==> src/include/adc_ctrl_params.svh <==
// Timing counts and reset values of the conversion controller.
`ifndef ADC_CTRL_PARAMS_SVH
`define ADC_CTRL_PARAMS_SVH
// ==========================================================
// Clock and times
`define CLK_PERIOD_NS 10
`define APERTURE_NS 20
`define TRACK_RETURN_NS 2000
`define CONV_NS 4000
`define SETTLE_NS 1000
`define POWERUP_NS 10000
// ==========================================================
// Cycle counts: least times round up, longest times round down
`define APERTURE_CYC ((`APERTURE_NS + `CLK_PERIOD_NS - 1) / `CLK_PERIOD_NS)
`define TRACK_CYC (`TRACK_RETURN_NS / `CLK_PERIOD_NS)
`define CONV_CYC (`CONV_NS / `CLK_PERIOD_NS)
`define SETTLE_CYC ((`SETTLE_NS + `CLK_PERIOD_NS - 1) / `CLK_PERIOD_NS)
`define POWERUP_CYC ((`POWERUP_NS + `CLK_PERIOD_NS - 1) / `CLK_PERIOD_NS)
// ==========================================================
// Widths and reset values
`define CODE_W 12
`define CNT_W 11
`define RESULT_RST 12'h000
`endif

==> src/include/adc_ctrl_pkg.sv <==
// Types shared by the conversion controller.
package adc_ctrl_pkg;
   // Controller states.
   typedef enum logic [2:0] {
      ST_POWERUP = 3'b000,
      ST_IDLE = 3'b001,
      ST_APERTURE = 3'b010,
      ST_CONVERT = 3'b011,
      ST_LATCH = 3'b100
   } state_t;
   // Host-side pin levels, all active as named.
   typedef struct packed {
      logic cs_n;
      logic start_strobe_n;
      logic oe_n;
      logic done_flag_enable_n;
      logic sync_mode;
      logic bipolar_offset_input;
   } host_pins_t;
endpackage : adc_ctrl_pkg

==> src/verilog/adc_conv_ctrl.sv <==
// Conversion control, status flag and result output of a sampling converter.
`timescale 1ns/10ps
`default_nettype none
`include "adc_ctrl_params.svh"

// What this block and its host do
// Synchronous mode: conversion starts only when chip select and start strobe are low.
// Host sets chip select low a setup time before the start strobe.
// Asynchronous mode: start strobe low starts a conversion, chip select ignored.
// Input is sampled at start strobe fall, held after aperture delay.
// Idle: done flag high, sample-hold tracking.
// On start: sample-hold holds, done flag goes low.
// Mid-conversion the sample-hold returns to track for the next sample.
// Done flag returns high at conversion end; result then readable.
// Track re-entered at least 1 us before next conversion can start.
// Host may switch input channel once done flag goes low.
// Unipolar gives straight binary, bipolar gives twos complement.
// Result lines driven when chip select and output enable both low.
// Bipolar major carry sits half a step below analog ground.
// Host spaces start strobes at least 5 us and never holds it low.
// Done flag enabled by its enable, plus chip select in synchronous mode.
// Host waits a recovery time after output enable rises before starting.
// Done flag low whole conversion; result latched before flag rises.
module adc_conv_ctrl
   import adc_ctrl_pkg::*;
(
   input wire logic clk,
   input wire logic arst_n,
   input wire host_pins_t pins,
   input wire logic [`CODE_W-1:0] core_code,
   output logic [`CODE_W-1:0] result_lines,
   output logic result_lines_oe,
   output logic done_flag,
   output logic done_flag_oe,
   output logic hold_mode,
   output logic sample_strobe
);

   // ==========================================================
   // Reset release and pin synchronisers
   logic [1:0] rst_pipe_reg;
   logic rst_n;
   host_pins_t pins_meta_reg;
   host_pins_t pins_s;

   // Reset enters asynchronously but is released through two flops.
   always_ff @(posedge clk or negedge arst_n) begin
      if (!arst_n) begin
         rst_pipe_reg <= 2'b00;
      end else begin
         rst_pipe_reg <= {rst_pipe_reg[0], 1'b1};
      end
   end
   assign rst_n = rst_pipe_reg[1];

   // Every pin is an asynchronous level; only the second flop is read.
   always_ff @(posedge clk or negedge rst_n) begin
      if (!rst_n) begin
         pins_meta_reg <= '1;
         pins_s <= '1;
      end else begin
         pins_meta_reg <= pins;
         pins_s <= pins_meta_reg;
      end
   end

   // ==========================================================
   // Start detection
   logic start_req;
   logic start_req_d_reg;
   logic start_fire;

   // Synchronous mode gates the strobe with chip select; asynchronous does not.
   // Edge detection means a strobe held low starts only one conversion.
   assign start_req = pins_s.sync_mode ? (!pins_s.cs_n && !pins_s.start_strobe_n)
                                       : !pins_s.start_strobe_n;
   assign start_fire = start_req && !start_req_d_reg;

   // Previous start request level for edge detection.
   always_ff @(posedge clk or negedge rst_n) begin
      if (!rst_n) begin
         start_req_d_reg <= 1'b0;
      end else begin
         start_req_d_reg <= start_req;
      end
   end

   // ==========================================================
   // Conversion sequencer
   state_t state_reg;
   logic [`CNT_W-1:0] cnt_reg;
   logic eoc_reg;
   logic hold_reg;
   logic strobe_reg;
   logic [`CODE_W-1:0] result_reg;
   logic [`CODE_W-1:0] coded;

   // Bipolar twos complement is offset binary with the top bit inverted, which
   // puts the major carry half a step below ground as the core quantises.
   assign coded = {core_code[`CODE_W-1] ^ pins_s.bipolar_offset_input, core_code[`CODE_W-2:0]};

   // State and cycle counter; starts during a conversion are ignored.
   always_ff @(posedge clk or negedge rst_n) begin
      if (!rst_n) begin
         state_reg <= ST_POWERUP;
         cnt_reg <= '0;
      end else begin
         unique case (state_reg)
            ST_POWERUP: begin
               if (cnt_reg == `CNT_W'(`POWERUP_CYC - 1)) begin
                  state_reg <= ST_IDLE;
                  cnt_reg <= '0;
               end else begin
                  cnt_reg <= cnt_reg + 1'b1;
               end
            end
            ST_IDLE: begin
               if (start_fire) begin
                  state_reg <= ST_APERTURE;
                  cnt_reg <= '0;
               end
            end
            ST_APERTURE: begin
               if (cnt_reg == `CNT_W'(`APERTURE_CYC - 1)) begin
                  state_reg <= ST_CONVERT;
                  cnt_reg <= '0;
               end else begin
                  cnt_reg <= cnt_reg + 1'b1;
               end
            end
            ST_CONVERT: begin
               if (cnt_reg == `CNT_W'(`CONV_CYC - 1)) begin
                  state_reg <= ST_LATCH;
                  cnt_reg <= '0;
               end else begin
                  cnt_reg <= cnt_reg + 1'b1;
               end
            end
            ST_LATCH: begin
               state_reg <= ST_IDLE;
            end
            default: begin
               state_reg <= ST_IDLE;
               cnt_reg <= '0;
            end
         endcase
      end
   end

   // End-of-convert flag: low from the start edge until after the latch.
   always_ff @(posedge clk or negedge rst_n) begin
      if (!rst_n) begin
         eoc_reg <= 1'b0;
      end else if (state_reg == ST_IDLE && start_fire) begin
         eoc_reg <= 1'b0;
      end else if (state_reg == ST_LATCH) begin
         eoc_reg <= 1'b1;
      end else if (state_reg == ST_POWERUP && cnt_reg == `CNT_W'(`POWERUP_CYC - 1)) begin
         eoc_reg <= 1'b1;
      end
   end

   // Track/hold: hold after the aperture delay, track again mid-conversion so
   // the next sample settles well before the earliest permitted next start.
   always_ff @(posedge clk or negedge rst_n) begin
      if (!rst_n) begin
         hold_reg <= 1'b0;
         strobe_reg <= 1'b0;
      end else begin
         strobe_reg <= 1'b0;
         if (state_reg == ST_APERTURE && cnt_reg == `CNT_W'(`APERTURE_CYC - 1)) begin
            hold_reg <= 1'b1;
            strobe_reg <= 1'b1;
         end else if (state_reg == ST_CONVERT && cnt_reg == `CNT_W'(`TRACK_CYC - 1)) begin
            hold_reg <= 1'b0;
         end
      end
   end

   // Result is latched one cycle before the flag rises.
   always_ff @(posedge clk or negedge rst_n) begin
      if (!rst_n) begin
         result_reg <= `RESULT_RST;
      end else if (state_reg == ST_CONVERT && cnt_reg == `CNT_W'(`CONV_CYC - 1)) begin
         result_reg <= coded;
      end
   end

   // ==========================================================
   // Output drivers
   logic res_oe_reg;
   logic flag_reg;
   logic flag_oe_reg;

   // Data lines and status flag enables; async flag is open drain, low only.
   always_ff @(posedge clk or negedge rst_n) begin
      if (!rst_n) begin
         res_oe_reg <= 1'b0;
         flag_reg <= 1'b0;
         flag_oe_reg <= 1'b0;
      end else begin
         res_oe_reg <= !pins_s.cs_n && !pins_s.oe_n;
         if (pins_s.sync_mode) begin
            flag_reg <= eoc_reg;
            flag_oe_reg <= !pins_s.cs_n && !pins_s.done_flag_enable_n;
         end else begin
            flag_reg <= 1'b0;
            flag_oe_reg <= !eoc_reg && !pins_s.done_flag_enable_n;
         end
      end
   end

   assign result_lines = result_reg;
   assign result_lines_oe = res_oe_reg;
   assign done_flag = flag_reg;
   assign done_flag_oe = flag_oe_reg;
   assign hold_mode = hold_reg;
   assign sample_strobe = strobe_reg;
endmodule : adc_conv_ctrl
`default_nettype wire
==> config.mk <==
export PLATFORM = sky130hd
export DESIGN_NAME = adc_conv_ctrl
export DESIGN_NICKNAME = d
export VERILOG_FILES = /design/src/include/adc_ctrl_pkg.sv /design/src/verilog/adc_conv_ctrl.sv
export VERILOG_INCLUDE_DIRS = /design/src /design/src/include
export SDC_FILE = /design/constraint.sdc
export NUM_CORES = 1
export LEC_CHECK = 0
export BUFFER_PORTS_ARGS = -buffer_cell sky130_fd_sc_hd__buf_2
export CORE_MARGIN = 1
export CORE_UTILIZATION = 40
export CTS_CLUSTER_SIZE = 14
export DETAILED_ROUTE_END_ITERATION = 8
export PLACE_DENSITY = 0.57
export SLEW_MARGIN = 10
export SYNTH_ARGS = -nofsm -noshare
export SYNTH_HDL_FRONTEND = slang
export SYNTH_SLANG_ARGS = --single-unit
==> constraint.sdc <==
create_clock -name clk -period 2 [get_ports clk]
set_input_delay 0.2 -clock clk [delete_from_list [all_inputs] [get_ports clk]]
set_output_delay 0.2 -clock clk [all_outputs]
set_load 0.01 [all_outputs]
==> results of run 1 <==
## logic make-up after synthesis
logic type | Yosys count | share of synthesized area
xor+xnor | 1 | 0.004445
fa+ha+maj | 2 | 0.01270
other cells | 1 | 0.001903
compound gates | 30 | 0.1086
simple gates | 93 | 0.2241
flops | 47 | 0.6044
buf+inv | 17 | 0.04381
## stage by stage
step	hold slack (ns)	instances
final	0.09575	305
after detailed placement	-0.01448	290
after floorplan	-0.09559	191
after CTS	0.08290	305
after global routing	0.08757	305
after global placement	-0.01475	290
## cells in the mapped netlist (all sizes together) (2+ instances only)
| master | number | share of area |
|---|---|---|
| nand4 | 4 | 0.013 |
| clkbuf | 4 | 0.0083 |
| a21o | 3 | 0.011 |
| and3 | 3 | 0.0095 |
| dfrtp | 35 | 0.44 |
| buf | 5 | 0.020 |
| inv | 8 | 0.015 |
| nand3 | 14 | 0.036 |
| dfstp | 12 | 0.16 |
| ha | 2 | 0.013 |
| nor4 | 4 | 0.020 |
| a21oi | 10 | 0.029 |
| and2 | 3 | 0.0095 |
| nor2 | 6 | 0.011 |
| nor3 | 4 | 0.010 |
| nand2 | 49 | 0.093 |
| o21ai | 6 | 0.015 |
| o311ai | 5 | 0.022 |
## tightest hold or removal path: stages
cell and delay (ns):
buf_2 0.07, nand2_1 0.04, nand2_1 0.04
## worst paths after layout
check / slack [ns] / from / cells past startpoint / endpoint
max: 0.18 / cnt_reg[0]$_DFFE_PN0P_ / 6 / cnt_reg[7]$_DFFE_PN0P_
min: 0.1 / core_code[9] / 3 / result_lines[9]$_DFFE_PN0P_
max reg2reg: 0.18 / cnt_reg[0]$_DFFE_PN0P_ / 6 / cnt_reg[7]$_DFFE_PN0P_
min reg2reg: 0.24 / rst_pipe_reg[1]$_DFF_PN0_ / 1 / result_lines_oe$_DFF_PN0_
max in group asynchronous: 1.49 / rst_pipe_reg[1]$_DFF_PN0_ / 1 / pins_meta_reg[4]$_DFF_PN1_
min in group asynchronous: 0.22 / arst_n / 2 / rst_pipe_reg[1]$_DFF_PN0_
## power by group
group | switching (W) | total, W | internal [W]
Combinational | 0.0000307 | 0.0000632 | 0.0000325
Clock | 0.000297 | 0.000541 | 0.000244
Sequential | 0.00000704 | 0.000985 | 0.000978
Total | 0.000335 | 0.00159 | 0.00126
## timing repair
action | in CTS | in global routing
buffers inserted | 0 | 0
gates resized for setup | 0 | 2
endpoints found under the setup margin | 0 | 1
hold buffers | 7 | 0
hold endpoints to repair | 8 | 0
## final cells by class
cell class / instances / area share
Multi-Input combinational cell: 127 / 0.2925
Clock buffer: 6 / 0.03035
Clock inverter: 2 / 0.005233
Timing Repair Buffer: 48 / 0.1256
Tap cell: 67 / 0.03506
Sequential cell: 47 / 0.4987
Inverter: 8 / 0.01256
## metal layers
metal,up-vias,GRT usage
met1,677,0.2238
met5,-,0
li1,734,-
met2,37,0.2471
met3,6,0.04583
met4,0,0.05882
==> flow_summary.toml, run 1 <==
[routing]
ant_nets = 0
wl_met1_um = 1807
top_layer = "met4"
route.detailed.wl_per_inst_um = 11.86
vias_per_cell = 4.767
wl_um = 3618
wl_met3_um = 146
drtIter0Drc = 82
dr.pass1.iters = 4
wl_met2_um = 1607
drc = 0
vias = 1454

[power]
vdd_drop_max_mv = 0.3857
power_w = 0.001590
power.leakage_nw = 1.177
p_per_area_mw_per_mm2 = 664.9

[placement]
post-place-ws_ns = 0.2136
numPortBuffers = 36
dpl_cell_area_sq_mm = 0.002230
hpwlAfterDp_um = 2441
place.gp.congestion = 0.7713

[floorplan]
ios = 37
fp.dieH_um = 72.19
start_util = 0.4172
die_area_sq_mm = 0.005211
die_x_um = 72.19
rows = 25
core_sq_mm = 0.004723

[global_route]
grt_pass1_vias = 1406
antenna_found_initial = 0
grtUsageTotal = 0.1629
grt-ovfl-total = 0
grt_max_degree = 46
grt_pass1_wl_um = 6396

[final_layout]
syn2layout_area_growth_pct = 21.33
fillers = 424
n_antenna_cell = 0
final_common_cell = "nand2_1"
utilization = 0.5062
design_area_sq_mm = 0.002391
largest_reg_flops = 12
multi_input_area_sq_um = 699.4
ff_latch_area_sq_mm = 0.001192
nets = 259
drive_gt1_frac = 0.2857
final_cell_mix = "49 x nand2_1, 36 x buf_2, 34 x dfrtp_1"

[synth]
syn_area_sq_mm = 0.001971
syn-instance-count = 191
syn-num-nets = 213
yosysWarnings = 0
ys_seq_area_frac = 0.6044
synth-seq-cells = 47
postSynthAreaPerCell_sq_um = 10.32
synth_edf_count = 0
async_reset_ff_frac = 1.000
ys.flop_type = "dfrtp_1"
synth_cell_types = 38

[setup_path]
path_cells = "ha_1 -> and2_1 -> nand4_1 -> nand2_1 -> o22a_4 -> o311ai_1"
worstPathRequired_ns = 2.19
crit_type = "flip-flop to flip-flop"
slowest_stage = "dfrtp_1"
arrival_ns = 2.01
cp_num_buf_inv = 0
cp_slowest_stage_delay_ns = 0.43
start_kind = "flip-flop"
path_delay_family = "compound AO/OA/AOI/OAI gates"
cp_max_fo = 9
cp-end-kind = "flip-flop"

[run]
max_cap_violations = 0

[timing]
finClkSkew_ns = 0.002749
fin_tns_setup_ns = 0
min_period_ns = 1.822
grt_setup_unrepaired = "false"
period_share = 0.9109
setup_ws_ns = 0.1782
slew_viol_final = 0
setup_violations = 0
max_freq_mhz = 548.9
hold_viol = 0

[clock_network]
cts_buffer_depth = 2
cts-htree-levels = 2
clockRootBuffer = "clkbuf_8"
path_clk_slew_ns = 0.08
clkLatencyLatePin_ns = 0.29
numCtsBuffers = 5
clock_sinks = 47
cts_tree = "built"

[outcome]
status = "finished clean"

[hold_path]
hold_class = "input pin to flip-flop"
Power figures use the tool's default switching activity.
==> inputs of run 2 (changes only) <==
Settings changed: PLACE_DENSITY 0.57 to not set.
==> run 2 against run 1 <==
  * Sequential power grew 0.8%
  * Clock-buffer cell count unchanged
  * Clock power grew 3%
  * Flip-flop and latch count unchanged
  * Power increased by 0.73%
  * Non-clock buffer count grew 1
  * Worst setup slack got worse by 0.037 ns
  * Clock skew is 0.0060 ns higher
==> flow_summary.toml, run 2 (synthesis gave the netlist of run 1 again) <==
[global_route]
grtUsageTotal = 0.1471
grt-ovfl-total = 0
antenna_found_initial = 0
grt_pass1_vias = 1276
grt_pass1_wl_um = 5809
grt_max_degree = 25

[power]
power_w = 0.001601
power.leakage_nw = 1.183
vdd_drop_max_mv = 0.3967
p_per_area_mw_per_mm2 = 670.4

[final_layout]
final_cell_mix = "49 x nand2_1, 36 x buf_2, 34 x dfrtp_1"
syn2layout_area_growth_pct = 21.21
design_area_sq_mm = 0.002389
largest_reg_flops = 12
nets = 260
final_common_cell = "nand2_1"
utilization = 0.5057
drive_gt1_frac = 0.2845
n_antenna_cell = 0
fillers = 435

[floorplan]
core_sq_mm = 0.004723
ios = 37
start_util = 0.4172
fp.dieH_um = 72.19
die_area_sq_mm = 0.005211
die_x_um = 72.19
rows = 25

[routing]
drc = 0
route.detailed.wl_per_inst_um = 11.82
drtIter0Drc = 56
vias = 1466
wl_um = 3618
ant_nets = 0
vias_per_cell = 4.791
dr.pass1.iters = 4

[timing]
fin_tns_setup_ns = 0
finClkSkew_ns = 0.008747
min_period_ns = 1.859
relSlewSlack = 0.6539
slew_viol_final = 0
grt_setup_unrepaired = "false"
whs_ns = 0.08213
hold_viol = 0
period_share = 0.9293
tightest_slew_ns = 0.5192
setup_violations = 0
max_freq_mhz = 538.0

[placement]
dpl_cell_area_sq_mm = 0.002225
numPortBuffers = 36
place.gp.congestion = 0.7938
hpwlAfterDp_um = 2468

[clock_network]
clockRootBuffer = "clkbuf_8"
clkLatencyLatePin_ns = 0.30
clock_sinks = 47
cts_tree = "built"
numCtsBuffers = 5
path_clk_slew_ns = 0.09
cts-htree-levels = 2
post_cts.repair.setup_buffers = 0
cts_buffer_depth = 2

[setup_path]
r2r_slack_ns = 0.14
path_cells = "ha_1 -> and2_1 -> nand4_1 -> nand2_1 -> o22ai_4 -> a21oi_1 -> o21ai_0"
path_delay_family = "compound AO/OA/AOI/OAI gates"
cp-end-kind = "flip-flop"
cp_slowest_stage_delay_ns = 0.43
reg2reg_depth = 7
rr_endpoint = "cnt_reg[4]$_DFFE_PN0P_"
r2r_start = "cnt_reg[0]$_DFFE_PN0P_"
worstPathRequired_ns = 2.22
cp_max_fo = 11
cp_num_buf_inv = 0
slowest_stage = "dfrtp_1"
start_kind = "flip-flop"
crit_type = "flip-flop to flip-flop"
arrival_ns = 2.08

[outcome]
status = "finished clean"

[hold_path]
hold_class = "input pin to flip-flop"
holdPathStages = 3
hold_path_end = "result_lines[9]$_DFFE_PN0P_"
min_from = "core_code[9]"

[run]
max_cap_violations = 0
[run 2: cell count changes in the layout (fill, tap and decap cells not counted)]
cell / previous run / this run
buf_4: 4 / 6
buf_12: 1 / 0
clkinv_4: 0 / 1
clkinvlp_4: 1 / 0
nor4_1: 2 / 3
nor4_2: 1 / 0
o21ai_0: 4 / 5
o21ai_1: 2 / 1
o22ai_2: 1 / 0
o22ai_4: 0 / 1
[run 2: layer usage]
metal / GRT usage / wire (um) / share of wire
met1: 0.2040 / 1828 / 0.51
met2: 0.2118 / 1563 / 0.43
met3: 0.04583 / 163 / 0.045
met4: 0.06536 / 62 / 0.017
met5: 0 / 0 / 0
[run 2: what timing repair did]
action	CTS	global route
hold buffers	7	0
hold endpoints to repair	8	0
endpoints found under the setup margin	0	8
gates resized for setup	0	1
[run 2: final cells by class]
class	count	area, sq um	area share
Tap cell	67	83.83	0.03510
Inverter	8	30.03	0.01257
Clock buffer	6	72.57	0.03038
Multi-Input combinational cell	127	700.7	0.2933
Sequential cell	47	1192	0.4992
Timing Repair Buffer	49	295.3	0.1236
Clock inverter	2	13.76	0.005762
[run 2: worst reg2reg max path: stages (launching register included)]
cell and delay [ns]:
dfrtp_1 0.43, ha_1 0.26, and2_1 0.17, nand4_1 0.14, nand2_1 0.14, o22ai_4 0.35, a21oi_1 0.12, o21ai_0 0.16
[run 2: where the power goes]
part           switching (W)  internal, W
clock               0.000308     0.000247
sequential         0.0000152     0.000978
combinational      0.0000222    0.0000309
total               0.000345      0.00126
[run 2: per-stage QoR]
stage                     cells  setup WS, ns
after floorplan             191        0.3302
after global placement      291        0.1567
after detailed placement    291       0.09010
after CTS                   306       0.04589
after global routing        306       0.01630
final                       306        0.1413
[run 2: worst max path at each step]
stage | from | to | slack [ns] | depth (start not counted)
after floorplan | cnt_reg[7]$_DFFE_PN0P_ | cnt_reg[8]$_DFFE_PN0P_ | 0.33 | 8
after global placement | cnt_reg[0]$_DFFE_PN0P_ | cnt_reg[4]$_DFFE_PN0P_ | 0.16 | 7
after detailed placement | cnt_reg[0]$_DFFE_PN0P_ | cnt_reg[4]$_DFFE_PN0P_ | 0.09 | 7
after CTS | cnt_reg[0]$_DFFE_PN0P_ | cnt_reg[4]$_DFFE_PN0P_ | 0.05 | 7
after global routing | cnt_reg[0]$_DFFE_PN0P_ | cnt_reg[8]$_DFFE_PN0P_ | 0.02 | 7
final | cnt_reg[0]$_DFFE_PN0P_ | cnt_reg[4]$_DFFE_PN0P_ | 0.14 | 7
